`src/logic/eisr_regs.vh`:
```
// constants for the external interrupt sync router
`ifndef EISR_REGS_VH
`define EISR_REGS_VH
`define EISR_NUM_SRC 20
`define EISR_NUM_REQ 4
`define EISR_SIMPLE_LSB 4
`define EISR_WAKE_LSB 12
`define EISR_LAT_REQ 10
`define EISR_LAT_GPIO 12
`define EISR_FIXED_STAGES 5
`define EISR_SYNC_STAGES 2
`define EISR_GROUPS 4
`define EISR_GRP_W 2
`endif

```
`src/logic/eisr_delay.v`:
```
// fixed-length pipeline delay for an encoded request
module eisr_delay #(
	parameter DEPTH = 4,
	parameter WIDTH = 6
) (
	mclk,
	sys_rst,
	din,
	dout
);
	input wire mclk;
	input wire sys_rst;
	input wire [WIDTH-1:0] din;
	output wire [WIDTH-1:0] dout;

	reg [WIDTH-1:0] pipe_q [0:DEPTH-1];
	integer i;

	always @(posedge mclk) begin
		if (sys_rst) begin
			for (i = 0; i < DEPTH; i = i + 1) begin
				pipe_q[i] <= {WIDTH{1'b0}};
			end
		end else begin
			pipe_q[0] <= din;
			for (i = 1; i < DEPTH; i = i + 1) begin
				pipe_q[i] <= pipe_q[i-1];
			end
		end
	end

	assign dout = pipe_q[DEPTH-1];
endmodule

```
`src/logic/eisr_router.v`:
```
// external interrupt synchroniser, pending flags, grouper and encoder
// Summary of operation
// [RULE_01] four request pins, eight simple gpio pins, eight wakeup gpio pins are accepted
// [RULE_02] simple gpio inputs are ignored in power-down; wakeup pins still signal
// [RULE_03] unloaded source reaches core in 10 (request) or 12 (gpio) cycles
// [RULE_04] with several pending, lower priority sources wait extra cycles
// [RULE_05] every pin is synchronised before any other logic uses it
// [RULE_06] driver holds each pin asserted longer than one clock period
// [RULE_07] repeat of a still-pending source is dropped, never queued
// [RULE_08] grouping and group-to-core mapping are set by software inputs
// [RULE_09] per-source pending flag, cleared only by software; core line follows flags
`include "eisr_regs.vh"
module eisr_router (
	mclk,
	sys_rst,
	external_request_0,
	external_request_1,
	external_request_2,
	external_request_3,
	simple_gpio_irq_a,
	simple_gpio_irq_b,
	simple_gpio_irq_c,
	simple_gpio_irq_d,
	simple_gpio_irq_e,
	simple_gpio_irq_f,
	simple_gpio_irq_g,
	simple_gpio_irq_h,
	wakeup_pin_a,
	wakeup_pin_b,
	wakeup_pin_c,
	wakeup_pin_d,
	wakeup_pin_e,
	wakeup_pin_f,
	wakeup_pin_g,
	wakeup_pin_h,
	power_down,
	src_enable,
	src_group,
	group_critical,
	req0_critical,
	pend_clear,
	pending,
	core_int,
	core_cint,
	active_src
);
	input wire mclk;
	input wire sys_rst;
	input wire external_request_0;
	input wire external_request_1;
	input wire external_request_2;
	input wire external_request_3;
	input wire simple_gpio_irq_a;
	input wire simple_gpio_irq_b;
	input wire simple_gpio_irq_c;
	input wire simple_gpio_irq_d;
	input wire simple_gpio_irq_e;
	input wire simple_gpio_irq_f;
	input wire simple_gpio_irq_g;
	input wire simple_gpio_irq_h;
	input wire wakeup_pin_a;
	input wire wakeup_pin_b;
	input wire wakeup_pin_c;
	input wire wakeup_pin_d;
	input wire wakeup_pin_e;
	input wire wakeup_pin_f;
	input wire wakeup_pin_g;
	input wire wakeup_pin_h;
	input wire power_down;
	input wire [`EISR_NUM_SRC-1:0] src_enable;
	input wire [2*`EISR_NUM_SRC-1:0] src_group;
	input wire [`EISR_GROUPS-1:0] group_critical;
	input wire req0_critical;
	input wire [`EISR_NUM_SRC-1:0] pend_clear;
	output reg [`EISR_NUM_SRC-1:0] pending;
	output reg core_int;
	output reg core_cint;
	output reg [4:0] active_src;

	localparam NS = `EISR_NUM_SRC;
	// registered stages outside the delay lines: two sync flops, pending, select, output;
	// the edge detect is combinational and adds no cycle, so it is not counted
	// the delay lines make up the rest, so each class keeps its fixed latency
	localparam PAD_REQ = `EISR_LAT_REQ - `EISR_FIXED_STAGES;
	localparam PAD_GPIO = `EISR_LAT_GPIO - `EISR_FIXED_STAGES;

	wire [NS-1:0] pins;
	reg [NS-1:0] sync1_q;
	reg [NS-1:0] sync2_q;
	reg [NS-1:0] prev_q;
	reg [NS-1:0] seen;
	reg [NS-1:0] live;
	reg hit_v;
	reg [4:0] sel_idx;
	reg sel_crit;
	reg [6:0] sel_q;
	wire [6:0] req_out;
	wire [6:0] gpio_out;
	reg [6:0] sel_req_d;
	reg [6:0] sel_gpio_d;
	integer k;

	assign pins = {wakeup_pin_h, wakeup_pin_g, wakeup_pin_f, wakeup_pin_e,
		wakeup_pin_d, wakeup_pin_c, wakeup_pin_b, wakeup_pin_a,
		simple_gpio_irq_h, simple_gpio_irq_g, simple_gpio_irq_f, simple_gpio_irq_e,
		simple_gpio_irq_d, simple_gpio_irq_c, simple_gpio_irq_b, simple_gpio_irq_a,
		external_request_3, external_request_2, external_request_1,
		external_request_0}; // RULE_01

	function [1:0] grp_of;
		input [2*`EISR_NUM_SRC-1:0] map;
		input [4:0] idx;
		begin
			grp_of = map[idx*2 +: 2];
		end
	endfunction

	// two-flop synchroniser; first stage feeds only the second
	always @(posedge mclk) begin
		if (sys_rst) begin
			sync1_q <= {NS{1'b0}};
			sync2_q <= {NS{1'b0}};
			prev_q <= {NS{1'b0}};
		end else begin
			sync1_q <= pins; // RULE_05
			sync2_q <= sync1_q; // RULE_05
			prev_q <= sync2_q;
		end
	end

	// rising-edge recognition; a pulse under one clock may be missed by the sampler
	always @* begin
		seen = sync2_q & ~prev_q; // RULE_06
		if (power_down) begin
			seen[`EISR_WAKE_LSB-1:`EISR_SIMPLE_LSB] = 8'h00; // RULE_02
		end
	end

	// set wins over clear; a repeat while pending changes nothing
	always @(posedge mclk) begin
		if (sys_rst) begin
			pending <= {NS{1'b0}};
		end else begin
			pending <= (pending & ~pend_clear) | (seen & ~pending) | (seen & pend_clear); // RULE_07 RULE_09
		end
	end

	// fixed priority: lowest index wins, others wait their turn
	always @* begin
		live = pending & src_enable;
		hit_v = 1'b0;
		sel_idx = 5'h00;
		for (k = NS - 1; k >= 0; k = k - 1) begin
			if (live[k]) begin
				hit_v = 1'b1; // RULE_04
				sel_idx = k[4:0];
			end
		end
		if (sel_idx == 5'h00) begin
			sel_crit = req0_critical;
		end else begin
			sel_crit = group_critical[grp_of(src_group, sel_idx)]; // RULE_08
		end
	end

	// select register; a change of winner restarts the full latency
	always @(posedge mclk) begin
		if (sys_rst) begin
			sel_q <= 7'h00;
		end else begin
			sel_q <= {hit_v, sel_crit, sel_idx};
		end
	end

	// split by class so each class sees its own latency
	always @* begin
		sel_req_d = 7'h00;
		sel_gpio_d = 7'h00;
		if (sel_q[4:0] < `EISR_NUM_REQ) begin
			sel_req_d = sel_q;
		end else begin
			sel_gpio_d = sel_q;
		end
	end

	// separate delay lines give the two documented latencies
	eisr_delay #(.DEPTH(PAD_REQ), .WIDTH(7)) u_dly_req (
		.mclk(mclk),
		.sys_rst(sys_rst),
		.din(sel_req_d),
		.dout(req_out)
	); // RULE_03

	eisr_delay #(.DEPTH(PAD_GPIO), .WIDTH(7)) u_dly_gpio (
		.mclk(mclk),
		.sys_rst(sys_rst),
		.din(sel_gpio_d),
		.dout(gpio_out)
	); // RULE_03

	// outputs hold while the delayed view shows a live flag still set
	// request line looked at first: it only ever carries the lowest indices
	// limitation: a new winner reaches the core line only once its latency has run; the old winner shows meanwhile if still live, else the line is low
	always @(posedge mclk) begin
		if (sys_rst) begin
			core_int <= 1'b0;
			core_cint <= 1'b0;
			active_src <= 5'h00;
		end else if (req_out[6] && live[req_out[4:0]]) begin
			core_int <= ~req_out[5]; // RULE_09
			core_cint <= req_out[5];
			active_src <= req_out[4:0];
		end else if (gpio_out[6] && live[gpio_out[4:0]]) begin
			core_int <= ~gpio_out[5];
			core_cint <= gpio_out[5];
			active_src <= gpio_out[4:0];
		end else begin
			core_int <= 1'b0;
			core_cint <= 1'b0;
			active_src <= 5'h00;
		end
	end
endmodule

```
`config.mk`:
```
export PLATFORM = sky130hd
export DESIGN_NAME = eisr_router
export DESIGN_NICKNAME = d
export VERILOG_FILES = /design/src/logic/eisr_delay.v /design/src/logic/eisr_router.v
export VERILOG_INCLUDE_DIRS = /design/src /design/src/logic
export SDC_FILE = /design/constraint.sdc
export NUM_CORES = 1
export LEC_CHECK = 0
export BUFFER_PORTS_ARGS = -buffer_cell sky130_fd_sc_hd__buf_2
export CORE_UTILIZATION = 45
export CTS_BUF_LIST = sky130_fd_sc_hd__clkbuf_2 sky130_fd_sc_hd__clkbuf_4 sky130_fd_sc_hd__clkbuf_8
export DETAILED_ROUTE_END_ITERATION = 10
export PLACE_DENSITY = 0.77
export REMOVE_ABC_BUFFERS = 1
export SLEW_MARGIN = 40
export SYNTH_ARGS = -nofsm -noshare
export SYNTH_HDL_FRONTEND = slang
export SYNTH_SLANG_ARGS = --single-unit
```
`constraint.sdc`:
```
create_clock -name mclk -period 3.8 [get_ports mclk]
set_clock_uncertainty 0.2 [all_clocks]
set_input_delay 0.57 -clock mclk [delete_from_list [all_inputs] [get_ports mclk]]
set_output_delay 0.57 -clock mclk [all_outputs]
set_load 0.02 [all_outputs]
```
==> impl_metrics.tcl, run 1 <==
set metrics [dict create \
    status "finished clean" \
    cts_tree "built" \
    ios 135 \
    synth_xor_area_share_pct 0 \
    worstReg2RegStart "pending[9]" \
    rsz0062_at_grt "no" \
    fmax_mhz 299 \
    cp.arrival_ns 3.48 \
    ctsHoldBuffers 0 \
    min_to "sync1_q[18]" \
    yosysUniqueCellTypes 52 \
    finalPower_w 0.00347 \
    hp-class "input pin to register" \
    grt_pass1_wl_um 20200 \
    slowest_delay_ns 0.43 \
    clkSinkCount 178 \
    start_kind "register" \
    place.gp.congestion 0.858 \
    relSlewSlack_pct 55.8 \
    ant_nets 0 \
    fillers 1169 \
    vias_per_cell 4.93 \
    cp_common_cell "a221o_1" \
    grt_max_degree 87 \
    crit_chain "a22o_1 -> a211oi_1 -> o211ai_4 -> mux2_1 -> nand3_1 -> a221o_1 -> a221o_1 -> a41oi_1 -> mux4_2 -> o2bb2ai_1" \
    cts_setup_buffers 0 \
    leakagePower_nw 3.13 \
    die_w_um 120 \
    setup_viol 0 \
    routedWlPerCell_um 13.4 \
    grt_use_total_pct 18.2 \
    io_buffer_count 134 \
    clkTransAtPathRegs_ns 0.09 \
    synth_top_family_by_area "simple AND/OR/NAND/NOR gates" \
    cts_made_buffers 17 \
    synthMuxAreaShare_pct 8.52 \
    start_util_pct 46.8 \
    clk_latency_ns 0.45 \
    finish.instance_area_sq_um 7490 \
    drc_errors 0 \
    critPathCaptureType "register" \
    switching_power_w 0.000824 \
    synthArstFlopShare_pct 0 \
    power_density_nw_per_um2 463 \
    fin_setup_tns_ns 0 \
    die_area_sq_um 14400 \
    worstHoldStart "wakeup_pin_g" \
    reg2regPathDepth 10 \
    synth-main-ff-cell "dfxtp_1" \
    slew_viol_final 0 \
    drive_gt1_share_pct 27.0 \
    synth-simple-area-share_pct 24.0 \
    globalRouteOverflowTotal 0 \
    coreArea_sq_um 13400 \
    ys_seq_area_share_pct 56.8 \
    hold_viol_final 0 \
    fin_hold_ws_ns 0.130 \
    hpwlAfterDp_um 8910 \
    synth_edf_count 0 \
    finalNetCount 829 \
    critical_path_buf_inv_count 0 \
    die_h_um 120 \
    path_class "register to register" \
    p_int_w 0.00264 \
    clkPwrFrac_pct 34.4 \
    ir_drop_mv 0.317 \
    required_ns 3.94 \
    vias 4483 \
    synth_top_area_share_pct 56.8 \
    reg2reg_to "sel_q[5]" \
    antenna_found_initial 0 \
    maxCapViolations 0 \
    syn2layout_area_growth_pct 19.4 \
    syn_area_per_cell_sq_um 10.7 \
    period_needed_ns 3.35 \
    tightest_slew_ns 0.657 \
    power_frac_comb_pct 9.6 \
    clock_path_buffers 2 \
    ctsResizeCount 0 \
    yosys_warnings 0 \
    rrSetupSlack_ns 0.45 \
    grt_pass1_vias 4459 \
    first_pass_iters 4 \
    syn_inst 587 \
    fin_crit_sh_pct 88.1 \
    p_seq_share_pct 56.0 \
    synth_seq_cells 178 \
    holdPathStages 2 \
    synth_area_leaders "dfxtp_1, nor2b_1, mux4_2, mux2i_1, nand2b_1" \
    post-synth-top-area-cell "dfxtp_1" \
    swShare_pct 23.7 \
    synth-compound-area-share_pct 8.62 \
    cts_root_buf "clkbuf_8" \
    critPathSlowestCell "a211oi_1" \
    placed_area_sq_um 7110 \
    critPathTopFamily "compound AO/OA/AOI/OAI gates" \
    yosysMostFrequentCell "dfxtp_1" \
    n_antenna_cell 0 \
    htree_levels 4 \
    wirelength_um 12200 \
    yosys.area_share.adder_pct 0 \
    crit_fanout 9 \
    synth_common_cells "dfxtp_1, nor2b_1, nor2_1" \
    synthesis.area_sq_um 6270 \
    drtIter0Drc 199 \
    rows 42 \
]
## sequential cells by signal (all words and copies together), names as in the netlist
| name | flops |
|---|---|
| prev_q | 20 |
| u_dly_gpio.pipe_q | 49 |
| core_cint | 1 |
| sync1_q | 20 |
| core_int | 1 |
| u_dly_req.pipe_q | 35 |
| pending | 20 |
| active_src | 5 |
| sel_q | 7 |
| sync2_q | 20 |
## final cells by class
class,instances,area [sq um],share of cell area [%]
Inverter,3,11.3,0.150
Tap cell,176,220,2.94
Clock buffer,21,270,3.61
Sequential cell,178,3560,47.6
Clock inverter,11,106,1.42
Multi-Input combinational cell,382,2590,34.6
Timing Repair Buffer,139,727,9.71
## kinds of logic (layout without fill, tap and decap cells)
kind of cell | count (synthesis) | count (layout)
other | 1 | 3
and+or+nand+nor | 268 | 268
muxes | 36 | 36
AOI/OAI and AO/OA | 75 | 75
buffers and inverters | 29 | 174
DFF | 178 | 178
## layer usage
| layer | GRT usage, % | part of all wire [%] | vias up |
|---|---|---|---|
| li1 | - | - | 2229 |
| met1 | 22.4 | 45 | 2050 |
| met2 | 28.9 | 46 | 179 |
| met3 | 5.70 | 6.6 | 25 |
| met4 | 8.28 | 2.3 | 0 |
| met5 | 0 | 0 | - |
## stage by stage
stage                     util (%)  setup WS, ns  std cells
after floorplan                  -         0.552        563
after global placement        53.0         0.321        878
after detailed placement      53.0         0.156        878
after CTS                     55.9         0.476        910
after global routing          55.9         0.274        910
final                         55.9         0.452        910
## cells in the final DEF (no fill, tap or decap), types with 5 or more instances in the layout
master / count
dfxtp_1: 178
nor2b_1: 142
buf_2: 133
nor2_1: 39
nand2b_1: 26
nand2_1: 26
a21oi_1: 25
clkbuf_8: 18
mux2i_1: 17
mux4_2: 13
and2_1: 12
nand3_1: 9
a22oi_1: 8
a31oi_1: 5
## how the worst max path moves through the flow
stage / from / end / depth (start not counted)
6_report: pending[9] / sel_q[5] / 10
5_1_grt: pending[13] / sel_q[5] / 10
4_1_cts: pending[13] / sel_q[5] / 10
3_5_place_dp: src_enable[13] / sel_q[5] / 11
3_3_place_gp: src_enable[3] / sel_q[5] / 12
2_1_floorplan: src_enable[13] / sel_q[5] / 10
## power by group through the flow
stage	clock [W]	combinational [W]	sequential [W]
2_1_floorplan	0	0.000182	0.00199
5_1_grt	0.00131	0.000365	0.00195
3_3_place_gp	0	0.000318	0.00199
6_report	0.00119	0.000331	0.00194
3_5_place_dp	0	0.000330	0.00199
4_1_cts	0.00123	0.000332	0.00194
(Power assumes the default switching activity.)
==> run 2, diff against run 1 <==
--- a/config.mk
+++ b/config.mk
@@ -6,13 +6,14 @@
 export SDC_FILE = /design/constraint.sdc
 export NUM_CORES = 1
 export LEC_CHECK = 0
-export BUFFER_PORTS_ARGS = -buffer_cell sky130_fd_sc_hd__buf_2
+export BUFFER_PORTS_ARGS = -buffer_cell sky130_fd_sc_hd__clkbuf_2
 export CORE_UTILIZATION = 45
 export CTS_BUF_LIST = sky130_fd_sc_hd__clkbuf_2 sky130_fd_sc_hd__clkbuf_4 sky130_fd_sc_hd__clkbuf_8
 export DETAILED_ROUTE_END_ITERATION = 10
-export PLACE_DENSITY = 0.77
+export PLACE_DENSITY = 0.76
 export REMOVE_ABC_BUFFERS = 1
 export SLEW_MARGIN = 40
 export SYNTH_ARGS = -nofsm -noshare
 export SYNTH_HDL_FRONTEND = slang
+export SYNTH_HIERARCHICAL = 1
 export SYNTH_SLANG_ARGS = --single-unit
==> run 2 against run 1 <==
Compared with the run above: register-to-register slack improved by 0.09 ns; routed wire length grew 12%; flip-flop and latch count unchanged; via count increased by 7.8%; clock power rose by 3%; setup slack gained 0.092 ns; critical path type unchanged; first-iteration DRC count up 77%; largest power group unchanged; non-clock buffer count decreased by 2; utilization is 2.5 points lower.
==> impl_metrics.tcl, run 2 <==
set metrics [dict create \
    ios 135 \
    io_buffer_count 134 \
    fin_setup_tns_ns 0 \
    top_register "u_dly_gpio/pipe_q" \
    status "finished clean" \
    fin_crit_sh_pct 85.7 \
    drtIter0Drc 353 \
    synthesis.area_sq_um 6650 \
    synth_seq_cells 178 \
    slew_viol_final 0 \
    fillers 1337 \
    grt_use_total_pct 18.9 \
    syn_area_per_cell_sq_um 10.4 \
    period_needed_ns 3.26 \
    syn_inst 640 \
    rows 44 \
    synth_edf_count 0 \
    cts_root_buf "clkbuf_8" \
    reg2regPathDepth 9 \
    clkPwrFrac_pct 34.8 \
    hpwlAfterDp_um 10200 \
    final_cell_mix "dfxtp_1, nor2b_1, clkbuf_2, nor2_1, nand2_1" \
    switching_power_w 0.000908 \
    yosysMostFrequentCell "dfxtp_1" \
    synth_top_area_share_pct 53.6 \
    p_int_w 0.00263 \
    place.gp.congestion 0.919 \
    finalNetCount 866 \
    worstHoldStart "simple_gpio_irq_h" \
    ant_nets 0 \
    reg2reg_to "sel_q[5]" \
    power_density_nw_per_um2 458 \
    wirelength_um 13600 \
    ys_seq_area_share_pct 53.6 \
    synth_common_cells "dfxtp_1, nor2b_1, nor2_1" \
    synth_area_leaders "dfxtp_1, nor2b_1, mux4_2, nor2_1, nand2b_1" \
    swShare_pct 25.7 \
    fmax_mhz 307 \
    die_w_um 124 \
    vias_per_cell 5.06 \
    critPathCaptureType "register" \
    fin_hold_ws_ns 0.114 \
    drc_errors 0 \
    clock_path_buffers 2 \
    top_regs "u_dly_gpio/pipe_q (49), u_dly_req/pipe_q (35)" \
    cts_made_buffers 17 \
    ctsResizeCount 0 \
    grt_max_degree 77 \
    setup_viol 0 \
    grt_pass1_vias 4360 \
    synth-main-ff-cell "dfxtp_1" \
    first_pass_iters 4 \
    p_seq_share_pct 55.1 \
    required_ns 4.00 \
    die_area_sq_um 15300 \
    holdPathStages 2 \
    cts_tree "built" \
    maxCapViolations 0 \
    power_frac_comb_pct 10.2 \
    startpoint "pending[11]" \
    leakagePower_nw 3.20 \
    antenna_found_initial 0 \
    relSlewSlack_pct 51.9 \
    die_h_um 124 \
    largest_reg_flops 49 \
    tightest_slew_ns 0.722 \
    clkTransAtPathRegs_ns 0.10 \
    routedWlPerCell_um 14.3 \
    mostFrequentLayoutCell "dfxtp_1" \
    drive_gt1_share_pct 25.7 \
    cts_setup_buffers 0 \
    clkSinkCount 178 \
    hp-class "input pin to register" \
    clk_latency_ns 0.46 \
    start_kind "register" \
    post-place-ws_ns 0.337 \
    hold_viol_final 0 \
    ctsHoldBuffers 0 \
    synthArstFlopShare_pct 0 \
    vias 4832 \
    path_class "register to register" \
    yosys_warnings 6 \
    rrSetupSlack_ns 0.54 \
    rsz0062_at_grt "no" \
    min_to "sync1_q[11]" \
    yosysUniqueCellTypes 60 \
    syn2layout_area_growth_pct 16.2 \
    final_util_pct 53.4 \
    cp.arrival_ns 3.46 \
    coreArea_sq_um 14500 \
    worstReg2RegStart "pending[11]" \
    post-synth-top-area-cell "dfxtp_1" \
    timing.final.ws_setup_ns 0.544 \
    start_util_pct 45.9 \
    crit_fanout 6 \
    n_antenna_cell 0 \
    globalRouteOverflowTotal 0 \
    ir_drop_mv 0.214 \
    htree_levels 4 \
    grt_pass1_wl_um 21400 \
]
==> run 2: worst max path at each step <==
stage | endpoint | slack, ns
after floorplan | sel_q[5] | 0.75
after global routing | sel_q[5] | 0.37
after global placement | sel_q[5] | 0.37
after detailed placement | sel_q[5] | 0.34
after CTS | sel_q[5] | 0.57
final | sel_q[5] | 0.54
==> run 2: power by group through the flow <==
stage / Sequential [W] / Clock (W) / Combinational (W)
after global placement: 0.00199 / 0 / 0.000355
after global routing: 0.00196 / 0.00136 / 0.000397
after CTS: 0.00195 / 0.00127 / 0.000358
after detailed placement: 0.00199 / 0 / 0.000357
after floorplan: 0.00199 / 0 / 0.000204
final: 0.00195 / 0.00123 / 0.000359
==> run 2: per-layer routing <==
layer  vias to the layer above  share of wire, %  track usage [%]
met5                         -                 0                0
met1                      2232                43             23.0
li1                       2392                 -                -
met4                         0               2.3             7.68
met2                       184                46             30.2
met3                        24               8.6             6.82
==> run 2: cells by family after synthesis <==
kind of cell	after synthesis	share of synthesized area, %
and+or+nand+nor	289	24.7
DFF	178	53.6
AOI/OAI and AO/OA	99	11.2
buffers and inverters	47	4.19
muxes	26	6.34
other	1	0.0564
==> run 2: stage by stage <==
stage          area, sq um  power [W]  instances
3_5_place_dp          7350    0.00235        923
5_1_grt               7730    0.00371        955
2_1_floorplan         6410    0.00219        602
6_report              7730    0.00354        955
4_1_cts               7720    0.00358        955
3_3_place_gp          7350    0.00235        923
==> run 2: cell type report <==
cell class,instances,area [sq um],share of cell area [%]
Clock inverter,15,145,1.88
Clock buffer,17,234,3.03
Multi-Input combinational cell,417,2820,36.5
Inverter,7,26.3,0.340
Tap cell,184,230,2.98
Sequential cell,178,3560,46.1
Timing Repair Buffer,137,708,9.16
==> run 2: critical path, stage by stage, from the launching register on <==
cell and delay, ns:
dfxtp_1 0.46, nand2_2 0.13, a32o_1 0.30, a211o_1 0.41, o21ai_4 0.30, mux4_1 0.61
o2111a_1 0.26, a311oi_1 0.25, o31ai_1 0.10, a21bo_1 0.18
==> run 3, diff against run 2 <==
==> constraint.sdc (replaced) <==
create_clock -name mclk -period 3.8 [get_ports mclk]
set_clock_uncertainty 0.2 [all_clocks]
set_input_delay 0.76 -clock mclk [delete_from_list [all_inputs] [get_ports mclk]]
set_output_delay 0.76 -clock mclk [all_outputs]
set_load 0.1 [all_outputs]
==> run 3 against run 2 <==
Compared with the run above: die area unchanged; hold slack better by 0.12 ns; register-to-register slack better by 0.15 ns; largest cell class unchanged; largest power group unchanged.
==> impl_metrics.tcl, run 3 (synthesis results as in run 2) <==
set metrics [dict create \
    clock_path_buffers 2 \
    ant_nets 0 \
    grt_pass1_vias 4620 \
    ir_drop_mv 0.235 \
    clk_latency_ns 0.44 \
    cts_setup_buffers 0 \
    coreArea_sq_um 14500 \
    final_cell_mix "dfxtp_1, nor2b_1, clkbuf_2, nor2_1, nand2_1" \
    hp-class "register to register" \
    crit_fanout 5 \
    globalRouteOverflowTotal 0 \
    crit_chain "a22o_1 -> o211ai_1 -> a21o_1 -> a2111oi_0 -> a311o_1 -> o221a_1 -> a31oi_1 -> o31ai_1 -> a21bo_1" \
    rows 44 \
    tightest_slew_ns 0.711 \
    ctsResizeCount 0 \
    grt_use_total_pct 19.0 \
    start_kind "register" \
    drc_errors 0 \
    slowest_delay_ns 0.70 \
    drtIter0Drc 277 \
    syn2layout_area_growth_pct 17.3 \
    place.gp.congestion 0.867 \
    start_util_pct 45.9 \
    seq_area_sq_um 3560 \
    ios 135 \
    hold_viol_final 0 \
    largest_reg_flops 49 \
    path_class "register to register" \
    required_ns 3.94 \
    worstHoldStart "u_dly_req/pipe_q[0][6]" \
    startpoint "pending[15]" \
    finish.instance_area_sq_um 7810 \
    ctsHoldBuffers 0 \
    vias_per_cell 5.05 \
    rsz0062_at_grt "no" \
    io_buffer_count 134 \
    n_antenna_cell 0 \
    clkSinkCount 178 \
    grt_max_degree 62 \
    vias 4845 \
    cts_made_buffers 17 \
    worstReg2RegStart "pending[15]" \
    routedWlPerCell_um 14.5 \
    leakagePower_nw 3.24 \
    fin_crit_sh_pct 81.7 \
    fillers 1308 \
    die_area_sq_um 15300 \
    wirelength_um 13900 \
    critPathSlowestCell "a2111oi_0" \
    antenna_found_initial 0 \
    status "finished clean" \
    placed_area_sq_um 7390 \
    top_register "u_dly_gpio/pipe_q" \
    period_needed_ns 3.10 \
    die_w_um 124 \
    htree_levels 4 \
    relSlewSlack_pct 51.4 \
    finalPower_w 0.00365 \
    die_h_um 124 \
    drive_gt1_share_pct 26.1 \
    maxCapViolations 0 \
    multiInputGateArea_sq_um 2820 \
    cts_root_buf "clkbuf_8" \
    stdcell_count 959 \
    slew_viol_final 0 \
    setup_viol 0 \
    dp_cells 927 \
    cp.arrival_ns 3.25 \
    clkTransAtPathRegs_ns 0.08 \
    critPathCaptureType "register" \
    first_pass_iters 5 \
    hpwlAfterDp_um 10400 \
    top_regs "u_dly_gpio/pipe_q (49), u_dly_req/pipe_q (35)" \
    cts_tree "built" \
    fin_setup_tns_ns 0 \
    grt_pass1_wl_um 21700 \
    finalNetCount 870 \
    fmax_mhz 322 \
    mostFrequentLayoutCell "dfxtp_1" \
    power_density_nw_per_um2 468 \
]
## run 3: where the power goes
part           switching (W)  internal [W]  total [W]
clock               0.000639      0.000657    0.00130
sequential         0.0000255       0.00192    0.00195
combinational       0.000231      0.000180   0.000412
total               0.000895       0.00276    0.00365
## run 3: worst paths after layout
check                                 end  slack, ns  cells after the start
setup / recovery                 sel_q[5]       0.70                      9
hold / removal    u_dly_req/pipe_q[0][13]       0.23                      1
setup reg to reg                 sel_q[5]       0.70                      9
hold reg to reg   u_dly_req/pipe_q[0][13]       0.23                      1
## run 3: layout make-up
| type | instances | share of cell area [%] |
|---|---|---|
| multi-input combinational | 417 | 36.1 |
| clock buffer | 21 | 3.70 |
| clock inverter | 11 | 1.60 |
| sequential | 178 | 45.6 |
| tap | 184 | 2.95 |
| inverter | 7 | 0.337 |
| timing repair buffer | 141 | 9.62 |
## run 3: stage by stage
stage                     utilization (%)  hold slack, ns  setup WS, ns
final                                53.9           0.232         0.695
after global routing                 53.9           0.245         0.430
after CTS                            53.9           0.239         0.665
after detailed placement             51.0           0.220         0.225
after global placement               51.0           0.216         0.318
after floorplan                         -           0.214         0.193
## run 3: critical path, delay by kind of cell, from the launching register on
kind | cells | cell delay (ns)
compound gates | 9 | 2.34
flops | 1 | 0.46
## run 3: per-layer routing
metal,track usage [%],vias up,part of all wire (%)
li1,-,2394,-
met1,22.7,2221,42
met2,31.2,198,48
met3,6.55,32,8.4
met4,7.98,0,1.9
met5,0,-,0
